==> src/logic/spr_pkg.sv <==
// Purpose: shared constants and carriers for the sleep / power reduction control
// Assumes: apb with 32-bit data, one aligned word per register
// Notes:   mcu_power_control printed offset 0x35 is not a multiple of four, so
//          every printed offset is an index and the byte address is four times it
`default_nettype none
package spr_pkg;
  localparam logic [7:0]  PWR_RED_IDX      = 8'h00;
  localparam logic [7:0]  MCU_PWR_IDX      = 8'h35;
  localparam logic [11:0] PWR_RED_ADDR     = {2'h0, PWR_RED_IDX, 2'h0};
  localparam logic [11:0] MCU_PWR_ADDR     = {2'h0, MCU_PWR_IDX, 2'h0};
  localparam logic [7:0]  PWR_RED_RST      = 8'h00;
  localparam logic [7:0]  MCU_PWR_RST      = 8'h00;
  // mcu_power_control field positions
  localparam int          DET_OFF_BIT      = 7;
  localparam int          SLEEP_ARM_BIT    = 5;
  localparam int          SEL_HI_BIT       = 4;
  localparam int          SEL_LO_BIT       = 3;
  localparam int          DET_UNLOCK_BIT   = 2;
  // bits kept as plain storage here (pull-up and sense bits belong elsewhere)
  localparam logic [7:0]  MCU_PLAIN_MASK   = 8'h43;
  // power_reduction field positions
  localparam int          GATE_T1_BIT      = 3;
  localparam int          GATE_T0_BIT      = 2;
  localparam int          GATE_SER_BIT     = 1;
  localparam int          GATE_CONV_BIT    = 0;
  localparam logic [7:0]  PWR_RED_WMASK    = 8'h0f;
  // timing, in system clock cycles
  localparam logic [2:0]  UNLOCK_CYCLES    = 3'h4;
  localparam logic [2:0]  DET_DELAY_CYCLES = 3'h3;
  localparam logic [2:0]  DET_HOLD_CYCLES  = 3'h3;

  typedef enum logic [1:0] {
    SPR_MODE_IDLE,
    SPR_MODE_NOISE,
    SPR_MODE_PDOWN,
    SPR_MODE_RSVD
  } spr_mode_t;

  // clock enables toward the rest of the chip
  typedef struct packed {
    logic cpu;
    logic io;
    logic flash;
    logic conv;
    logic timer1;
    logic timer0;
    logic serial;
    logic async_only;
  } spr_clk_en_t;

  // per-peripheral access permission for their own i/o registers
  typedef struct packed {
    logic timer1;
    logic timer0;
    logic serial;
    logic conv;
  } spr_access_t;
endpackage : spr_pkg
`default_nettype wire

==> src/logic/spr_ctrl.sv <==
// Purpose: sleep mode selection, detector-off unlock and peripheral gating
// Assumes: apb slave, zero wait states, one clock
// Notes:   unmapped addresses read zero and answer with pslverr
//
// Chosen here: the APB interface to the registers.
`default_nettype none
module spr_ctrl (
  input  wire logic               pclk,              // system clock, 25 MHz
  input  wire logic               presetn,           // async reset, low
  input  wire logic               psel,              // apb select
  input  wire logic               penable,           // apb access phase
  input  wire logic               pwrite,            // apb direction
  input  wire logic [11:0]        paddr,             // apb byte address
  input  wire logic [31:0]        pwdata,            // apb write data
  output logic [31:0]             prdata,            // apb read data
  output logic                    pready,            // apb ready
  output logic                    pslverr,           // apb error
  input  wire logic [2:0]         prep_read,         // prepared-read selectors
  input  wire logic               sleep_req,         // sleep instruction pulse
  input  wire logic               wake,              // wake-up event level
  output spr_pkg::spr_clk_en_t    clk_en,            // clock enables
  output spr_pkg::spr_access_t    periph_access,     // register access allowed
  output logic                    comp_mux_allow,    // comparator may use mux
  output logic                    detector_disable,  // supply-drop detector off
  output logic                    sleeping,          // core asleep
  output logic [1:0]              sleep_mode         // active sleep mode
);

  ////////////////////////////////////////////////////////////////////////
  // state
  typedef struct packed {
    logic [7:0]           mcu;        // mcu_power_control storage
    logic [3:0]           gate;       // power_reduction bits 3:0
    logic [2:0]           win;        // unlock window cycles left
    logic [2:0]           eff_cnt;    // cycles until detector-off in effect
    logic [2:0]           hold_cnt;   // cycles until detector-off clears
    logic                 det_eff;    // detector-off in effect
    logic [31:0]          rdata;
    logic                 ready;
    logic                 err;
    spr_pkg::spr_clk_en_t clk;
    spr_pkg::spr_access_t acc;
    logic                 mux_ok;
    logic                 det_dis;
    logic                 slp;
    logic [1:0]           smode;
  } spr_state_t;

  spr_state_t s_reg;
  spr_state_t s_next;

  logic                  fsm_asleep;
  spr_pkg::spr_mode_t    fsm_mode;
  logic                  fsm_det_off;
  logic                  setup;
  logic                  wr_acc;
  logic                  rd_acc;

  // decrementing counter that stops at zero
  function automatic logic [2:0] dec_sat(input logic [2:0] v);
    dec_sat = (v == 3'h0) ? 3'h0 : v - 3'h1;
  endfunction

  // decode of a byte address to a register hit
  function automatic logic hit(input logic [11:0] a, input logic [11:0] r);
    hit = (a == r);
  endfunction

  ////////////////////////////////////////////////////////////////////////
  // sleep tracking
  spr_sleep_fsm u_sleep (
    .pclk       (pclk),
    .presetn    (presetn),
    .sleep_req  (sleep_req),
    .wake       (wake),
    .sleep_arm  (s_reg.mcu[spr_pkg::SLEEP_ARM_BIT]),
    .sleep_sel  (s_reg.mcu[spr_pkg::SEL_HI_BIT:spr_pkg::SEL_LO_BIT]),
    .det_active (s_reg.det_eff),
    .asleep     (fsm_asleep),
    .mode       (fsm_mode),
    .det_off    (fsm_det_off)
  );

  // answer in the first access cycle; pready registered from the setup cycle
  assign setup  = psel && !penable;
  assign wr_acc = psel && penable && pwrite && s_reg.ready;
  assign rd_acc = psel && penable && !pwrite && s_reg.ready;

  ////////////////////////////////////////////////////////////////////////
  // next state
  always_comb begin
    logic       wr_mcu;
    logic       wr_pr;
    logic [7:0] wd;
    logic       clk_run;
    wr_mcu  = 1'b0;
    wr_pr   = 1'b0;
    wd      = 8'h00;
    clk_run = 1'b0;
    s_next  = s_reg;
    wr_mcu  = wr_acc && hit(paddr, spr_pkg::MCU_PWR_ADDR);
    wr_pr   = wr_acc && hit(paddr, spr_pkg::PWR_RED_ADDR);
    wd      = pwdata[7:0];

    // unlock window and detector-off timers run down every cycle
    s_next.win      = dec_sat(s_reg.win);
    s_next.eff_cnt  = dec_sat(s_reg.eff_cnt);
    s_next.hold_cnt = dec_sat(s_reg.hold_cnt);
    if (s_reg.eff_cnt == 3'h1) begin
      s_next.det_eff = 1'b1;
    end
    if (s_reg.hold_cnt == 3'h1) begin
      s_next.mcu[spr_pkg::DET_OFF_BIT] = 1'b0;
      s_next.det_eff                   = 1'b0;
    end

    if (wr_mcu) begin
      s_next.mcu[spr_pkg::SLEEP_ARM_BIT]  = wd[spr_pkg::SLEEP_ARM_BIT];
      s_next.mcu[spr_pkg::SEL_HI_BIT]     = wd[spr_pkg::SEL_HI_BIT];
      s_next.mcu[spr_pkg::SEL_LO_BIT]     = wd[spr_pkg::SEL_LO_BIT];
      s_next.mcu[spr_pkg::DET_UNLOCK_BIT] = wd[spr_pkg::DET_UNLOCK_BIT];
      s_next.mcu = (s_next.mcu & ~spr_pkg::MCU_PLAIN_MASK) | (wd & spr_pkg::MCU_PLAIN_MASK);
      if (wd[spr_pkg::DET_OFF_BIT] && wd[spr_pkg::DET_UNLOCK_BIT]) begin
        // first step opens the window, detector-off itself stays put
        s_next.win = spr_pkg::UNLOCK_CYCLES;
      end else if (wd[spr_pkg::DET_OFF_BIT] && s_reg.win != 3'h0) begin
        s_next.mcu[spr_pkg::DET_OFF_BIT] = 1'b1;
        s_next.win      = 3'h0;
        s_next.eff_cnt  = spr_pkg::DET_DELAY_CYCLES;
        s_next.hold_cnt = spr_pkg::DET_HOLD_CYCLES + spr_pkg::DET_DELAY_CYCLES;
      end
      // a set outside the window changes nothing: bit keeps its value
    end

    // only the low four bits are writable; top bits come from elsewhere
    if (wr_pr) begin
      s_next.gate = wd[3:0] & spr_pkg::PWR_RED_WMASK[3:0];
    end

    // apb answer: ready one cycle after setup, data latched with it
    s_next.ready = setup;
    s_next.err   = setup && !hit(paddr, spr_pkg::MCU_PWR_ADDR) &&
                   !hit(paddr, spr_pkg::PWR_RED_ADDR);
    s_next.rdata = 32'h0000_0000;
    if (setup && !pwrite) begin
      if (hit(paddr, spr_pkg::MCU_PWR_ADDR)) begin
        s_next.rdata = {24'h00_0000, s_reg.mcu};
      end else if (hit(paddr, spr_pkg::PWR_RED_ADDR)) begin
        s_next.rdata = {24'h00_0000, prep_read, 1'b0, s_reg.gate};
      end
    end
    if (rd_acc) begin
      s_next.rdata = s_reg.rdata;
    end

    // clock enables: sleep mode first, then per-peripheral gating
    clk_run = !fsm_asleep;
    s_next.clk.cpu        = clk_run;
    s_next.clk.flash      = clk_run;
    s_next.clk.io         = clk_run ||
                            (fsm_mode == spr_pkg::SPR_MODE_IDLE);
    s_next.clk.conv       = !s_reg.gate[spr_pkg::GATE_CONV_BIT] &&
                            (clk_run || fsm_mode != spr_pkg::SPR_MODE_PDOWN);
    s_next.clk.timer1     = s_next.clk.io && !s_reg.gate[spr_pkg::GATE_T1_BIT];
    s_next.clk.timer0     = s_next.clk.io && !s_reg.gate[spr_pkg::GATE_T0_BIT];
    s_next.clk.serial     = s_next.clk.io && !s_reg.gate[spr_pkg::GATE_SER_BIT];
    s_next.clk.async_only = fsm_asleep &&
                            (fsm_mode == spr_pkg::SPR_MODE_PDOWN);

    // a gated peripheral keeps its state and refuses register access
    s_next.acc.timer1 = !s_reg.gate[spr_pkg::GATE_T1_BIT];
    s_next.acc.timer0 = !s_reg.gate[spr_pkg::GATE_T0_BIT];
    s_next.acc.serial = !s_reg.gate[spr_pkg::GATE_SER_BIT];
    s_next.acc.conv   = !s_reg.gate[spr_pkg::GATE_CONV_BIT];
    s_next.mux_ok     = !s_reg.gate[spr_pkg::GATE_CONV_BIT];

    // detector off only while asleep with the bit in effect at entry
    s_next.det_dis = fsm_det_off;
    s_next.slp     = fsm_asleep;
    s_next.smode   = fsm_mode;
  end

  ////////////////////////////////////////////////////////////////////////
  // state register
  always_ff @(posedge pclk or negedge presetn) begin
    if (!presetn) begin
      s_reg      <= '0;
      s_reg.mcu  <= spr_pkg::MCU_PWR_RST;
      s_reg.gate <= spr_pkg::PWR_RED_RST[3:0];
      s_reg.clk  <= '{cpu: 1'b1, io: 1'b1, flash: 1'b1, conv: 1'b1,
                      timer1: 1'b1, timer0: 1'b1, serial: 1'b1, async_only: 1'b0};
      s_reg.acc  <= '1;
      s_reg.mux_ok <= 1'b1;
    end else begin
      s_reg <= s_next;
    end
  end

  // outputs straight from the state register
  assign prdata           = s_reg.rdata;
  assign pready           = s_reg.ready;
  assign pslverr          = s_reg.err;
  assign clk_en           = s_reg.clk;
  assign periph_access    = s_reg.acc;
  assign comp_mux_allow   = s_reg.mux_ok;
  assign detector_disable = s_reg.det_dis;
  assign sleeping         = s_reg.slp;
  assign sleep_mode       = s_reg.smode;

endmodule // spr_ctrl
`default_nettype wire

==> src/logic/spr_sleep_fsm.sv <==
// Purpose: sleep state tracking and detector shutdown during sleep
// Assumes: sleep_req is a one-cycle pulse from the core, wake a level
// Notes:   reserved mode code is treated as no sleep
`default_nettype none
module spr_sleep_fsm (
  input  wire logic              pclk,          // system clock
  input  wire logic              presetn,       // async reset, low
  input  wire logic              sleep_req,     // sleep instruction pulse
  input  wire logic              wake,          // wake-up event level
  input  wire logic              sleep_arm,     // arm bit
  input  wire logic [1:0]        sleep_sel,     // selected mode
  input  wire logic              det_active,    // detector-off bit in effect
  output logic                   asleep,        // core is sleeping
  output spr_pkg::spr_mode_t     mode,          // mode while asleep
  output logic                   det_off        // detector switched off
);

  typedef enum logic [1:0] { SPR_AWAKE, SPR_SLEEP } spr_slp_state_t;

  typedef struct packed {
    spr_slp_state_t     st;
    spr_pkg::spr_mode_t mode;
    logic               det_off;
  } spr_slp_t;

  spr_slp_t s_reg;
  spr_slp_t s_next;

  ////////////////////////////////////////////////////////////////////////
  // sleep entry only when armed and the code is not reserved
  always_comb begin
    s_next = s_reg;
    case (s_reg.st)
      SPR_AWAKE: begin
        if (sleep_req && sleep_arm &&
            spr_pkg::spr_mode_t'(sleep_sel) != spr_pkg::SPR_MODE_RSVD) begin
          s_next.st      = SPR_SLEEP;
          s_next.mode    = spr_pkg::spr_mode_t'(sleep_sel);
          s_next.det_off = det_active;
        end
      end
      SPR_SLEEP: begin
        if (wake) begin
          s_next.st      = SPR_AWAKE;
          s_next.det_off = 1'b0;
        end
      end
      default: s_next.st = SPR_AWAKE;
    endcase
  end

  // state register
  always_ff @(posedge pclk or negedge presetn) begin
    if (!presetn) begin
      s_reg <= '{st: SPR_AWAKE, mode: spr_pkg::SPR_MODE_IDLE, det_off: 1'b0};
    end else begin
      s_reg <= s_next;
    end
  end

  assign asleep  = (s_reg.st == SPR_SLEEP);
  assign mode    = s_reg.mode;
  assign det_off = s_reg.det_off;

endmodule // spr_sleep_fsm
`default_nettype wire

==> config.mk <==
export PLATFORM = sky130hd
export DESIGN_NAME = spr_ctrl
export DESIGN_NICKNAME = d
export VERILOG_FILES = /design/src/logic/spr_pkg.sv /design/src/logic/spr_ctrl.sv /design/src/logic/spr_sleep_fsm.sv
export SDC_FILE = /design/constraint.sdc
export NUM_CORES = 1
export LEC_CHECK = 0
export BUFFER_PORTS_ARGS = -buffer_cell sky130_fd_sc_hd__buf_2
export CAP_MARGIN = 0
export CELL_PAD_IN_SITES_DETAIL_PLACEMENT = 1
export CELL_PAD_IN_SITES_GLOBAL_PLACEMENT = 2
export CORE_UTILIZATION = 30
export DETAILED_ROUTE_END_ITERATION = 10
export PLACE_DENSITY_LB_ADDON = 0.1
export SYNTH_ARGS = -nofsm -noshare
export SYNTH_HDL_FRONTEND = slang
export SYNTH_HIERARCHICAL = 1
export SYNTH_SLANG_ARGS = --single-unit
export TNS_END_PERCENT = 20
==> constraint.sdc <==
create_clock -name pclk -period 2.8 [get_ports pclk]
set_input_delay 0 -clock pclk [delete_from_list [all_inputs] [get_ports pclk]]
set_output_delay 0 -clock pclk [all_outputs]
set_load 0.02 [all_outputs]
---- After elaboration in Yosys (flattened, before gate mapping) ----
Cells that the tools add are included.
cells by class
  bitwise logic cells ..................... 1
  reductions and logical operators ........ 43
  add/subtract/negate cells ............... 3
  order comparisons ....................... 0
  equality and inequality tests ........... 9
  multiply operators ...................... 0
  div/mod/pow operators ................... 0
  muxes and demuxes ....................... 21
  shift operators ......................... 0
operator list
  operator                                                                count
  8-bit 2-to-1 mux                                                        4
  1-bit logical AND                                                       20
  9-bit 2-to-1 mux                                                        2
  12-bit by 8-bit equality test with 1-bit output, second input constant  1
  12-bit zero test                                                        1
  3-bit 2-to-1 mux                                                        4
  1-bit zero test                                                         9
  3-bit zero test                                                         3
  3-bit by 1-bit subtractor with 3-bit output, second input constant      3
  8-bit by 7-bit OR with 8-bit output                                     1
  3-bit by 1-bit equality test with 1-bit output, second input constant   2
  1-bit 2-to-1 mux                                                        6
  6-bit 2-to-1 mux                                                        1
  2-bit != test, second input constant                                    3
  5-bit 2-to-1 mux                                                        1
  2-bit zero test                                                         2
  2-bit case mux with 2 select lines                                      1
  2-bit AND reduction                                                     2
  2-bit nonzero test                                                      2
  3-bit AND reduction                                                     1
  3-bit nonzero test                                                      1
  2-bit by 1-bit equality test with 1-bit output, second input constant   1
  2-bit equality test, second input constant                              1
  1-bit logical OR                                                        2
  other kinds (3)                                                         3
word-level totals
  ROM bits ................................ 0
  latch bits .............................. 0
  output and inout port bits .............. 51
  word-level logic and storage cells ...... 104
  bits in writable memories ............... 0
  register bits ........................... 76
  input bits .............................. 54
  memories ................................ 0

---- Depth between registers and ports, before layout ----
  depth after elaboration ................. 6
  mapped depth ............................ 6
  gate-level depth less buffers ........... 4

---- Cells and area by module ----
The synthesis kept the hierarchy.
modules (own cells, without submodules)
  module         sequential area each (sq um)  instances  area an instance (sq um)  cells each
  spr_ctrl       1188.6                        1          2194.6                    213
  spr_sleep_fsm  100.1                         1          185.2                     15

---- Worst setup path after synthesis ----
Ideal clock, no wire load.
  path kind ............................... register -> register
  start point ............................. register s_reg (netlist bit pready)
  end point ............................... register s_reg[52] (netlist name)
  setup time .............................. 123 ps
  path slack .............................. 699 ps
  period minus slack after synthesis ...... 2101 ps
  cell stages (with the launch flop) ...... 7
  data required time ...................... 2677 ps
  path buffers ............................ 2
  arrival ................................. 1978 ps
  cells stage by stage .................... dfrtp_1 nand4_1 or4_4 buf_6 or4_4 buf_6 nor3b_2
RTL lines
  what                      line             text
  start: declaration        spr_ctrl.sv:49   spr_state_t s_reg;
  start signal: assignment  spr_ctrl.sv:195  s_reg <= s_next;

==> metrics <==
Site Rows 32; Die Wd 91.1 um; Max Root-Sink Buffers 2; vias in the first global route about 1,600; RSZ-0062 raised after global routing false; antenna fix cells 0; critical path data required time 3000 ps; initial antenna violation count 0; Cells after Synth between 200 and 250; dpl hpwl approximately 3300 um; final WL between 4000 and 5000 um; final net count 342; H-tree levels 2; largest net degree at the start of global routing 47; clk sinks 51; min-delay worst type input port to flip-flop; Final min period 1980 ps; Seq/Total Area, Yosys 54.2%; top post-synthesis cells by area dfrtp_1 43%, buf_4 15%, dfstp_2 11%; fillers 913; total die area approximately 0.0083 mm2; Yosys top cell area share a little over two fifths; DP Area 0.00252 mm2; vias per inst ~4.1; LEAKAGE roughly 1.4 nW; WL/cell about 12 um; Post-Synth Adder-Cell Area between 2 and 2.5%; Clock Latency Late Sink 300 ps; layout cell share with drive strength beyond 1 about a third; Area Overhead vs Synth 17.7%; YS warnings 6; ys flop type dfrtp_1; Syn Area/Cell roughly 10 um2; Root Driver clkbuf_8; largest family of logic cells by synthesized area buffers and inverters; CP cell instances nand4_1 -> or4_4 -> or4_4 -> nor3b_2; Max Freq 0.504 GHz; max reg flops 22; maxcap violations 0; PortBufs between 50 and 60; Compound-Gate Fraction of Synth Area ~5.3%; Overall Power 1.35 mW; Final Hold Vio Count 0; Worst Path Arrival ~2200 ps; via count ~1,600; final setup violation count 0; Final Skew roughly 9.6 ps; core footprint between 0.007 and 0.008 mm2; period utilization between 70% and 80%; CTS tree done; Setup Crit Path Kind flip-flop to flip-flop; crit-path max FO 9; TritonCTS buffer count 5; post-synthesis xor/xnor area fraction 0%; Final Wtd Congestion about 0.71; PnR worst setup slack ~800 ps; Design Area, Final ~0.0028 mm2; flops & latches, synth between 50 and 60; Max IR drop VDD between 0.2 and 0.3 mV; Worst path max stage delay roughly 600 ps; Worst Setup End Kind flip-flop; Worst setup SP type flip-flop; GRT overflow 0; largest area contributor in the netlist dfrtp_1; ANT nets after route 0; final slew viol count 0; top post-synthesis cells by count 48 x buf_4, 46 x nand2_1, 41 x dfrtp_1, 15 x nor2_1, 12 x inv_1; Synth Area in Simple Gates 16.8%; post-synthesis mux area share between 3 and 4%; measured slew at the worst slew-check pin between 1000 and 1500 ps; Initial DRT Pass Iterations 4; EDFF count, synth 0; GRT Total Usage 12.1%; Initial Utilization between 30 and 40%; Post-CTS Setup Inserts 0; crit path max-delay cell type or4_4; Detailed Route Iter0 Violations 27; Post-Syn Area between 0.002 and 0.0025 mm2; count leader, synth buf_4; relative slew slack 32.5%; Setup TNS Final 0 ps; first-pass GRT wire length about 7700 um; asr flop ratio synth 100%; crit-path most repeated cell or4_4; post-synth cell types 31; Die Y between 90 and 100 um; I/O Pins 105; DR DRC count 0; pre-CTS setup slack ~620 ps; Power per Cell Area roughly 480 mW/mm2; status finished, final reports clean; Reg clk slew, reported paths around 90 ps
## per-stage QoR
| stage | std cells | hold slack, ps | utilization (%) |
|---|---|---|---|
| finish | 387 | 65.4 | 36.4 |
| global route | 387 | 70.2 | 36.4 |
| global placement | 363 | 202 | 32.8 |
| detailed placement | 363 | 204 | 32.8 |
| floorplan | 251 | -296 | - |
| CTS | 387 | 53.7 | 36.4 |
## critical path: cells and delay by family (launching register included)
family / cells / cell delay, ps
simple gates: 4 / 1480
flops: 1 / 390
## timing repair
action                     in CTS  in global routing
hold buffers                   16                  0
resized for setup               0                  0
setup endpoints to repair       0                  0
hold endpoints to repair       58                  0
## routing by layer
| metal | track usage, % | wire (um) | share of wire [%] | up-vias |
|---|---|---|---|---|
| li1 | - | - | - | 784 |
| met1 | 14.3 | 2020 | 44 | 773 |
| met2 | 21.0 | 2350 | 51 | 43 |
| met3 | 3.02 | 182 | 3.9 | 4 |
| met4 | 4.63 | 67 | 1.5 | 0 |
| met5 | 0 | 0 | 0 | - |
## worst paths after layout
kind,depth (start not counted),slack (ps),from,endpoint
worst max-delay path,4,820,pready,s_reg[52]
worst min-delay path,3,70,sleep_req,u_sleep/s_reg[3]
worst max register to register,4,820,pready,s_reg[52]
worst min register to register,0,380,u_sleep/det_off,detector_disable
max in group asynchronous,3,1660,presetn,periph_access[2]
min in group asynchronous,2,400,presetn,sleep_mode[1]
## cell usage in the layout, fill, tap and decap left out, drive strengths merged, types with 2 or more instances in the layout
master       instances
buf                 61
nand2               46
dfrtp               41
conb                24
dlygate4sd3         16
nor2                15
inv                 13
dfstp               10
a22oi                7
mux2                 7
clkbuf               5
or4                  5
o21ai                4
ha                   4
a21oi                3
nor4                 3
nand4                3
nor3                 2
or2                  2
o211ai               2
a21boi               2
nand3                2
## final cells by class
class | count | area, um2 | share of cell area [%]
Sequential cell | 51 | 1290 | 46.0
Clock buffer | 5 | 68.8 | 2.46
Clock inverter | 3 | 46.3 | 1.65
Timing Repair Buffer | 77 | 478 | 17.1
Tap cell | 102 | 128 | 4.56
Multi-Input combinational cell | 137 | 746 | 26.6
Inverter | 12 | 45.0 | 1.61
## power by group
part	internal (mW)	total, mW	leakage, nW	switching [mW]
sequential	0.738	0.739	0.676	0.000861
clock	0.269	0.513	0.0548	0.244
combinational	0.0341	0.0955	0.703	0.0614
## cells by family after synthesis
kind of cell,count (synthesis)
AO/OA/AOI/OAI,19
adder cells (fa/ha/maj),4
buffers and inverters,63
flip-flops,51
multiplexers,7
other,1
AND/OR/NAND/NOR,83
Note: power is estimated with default switching activity, not from simulation.
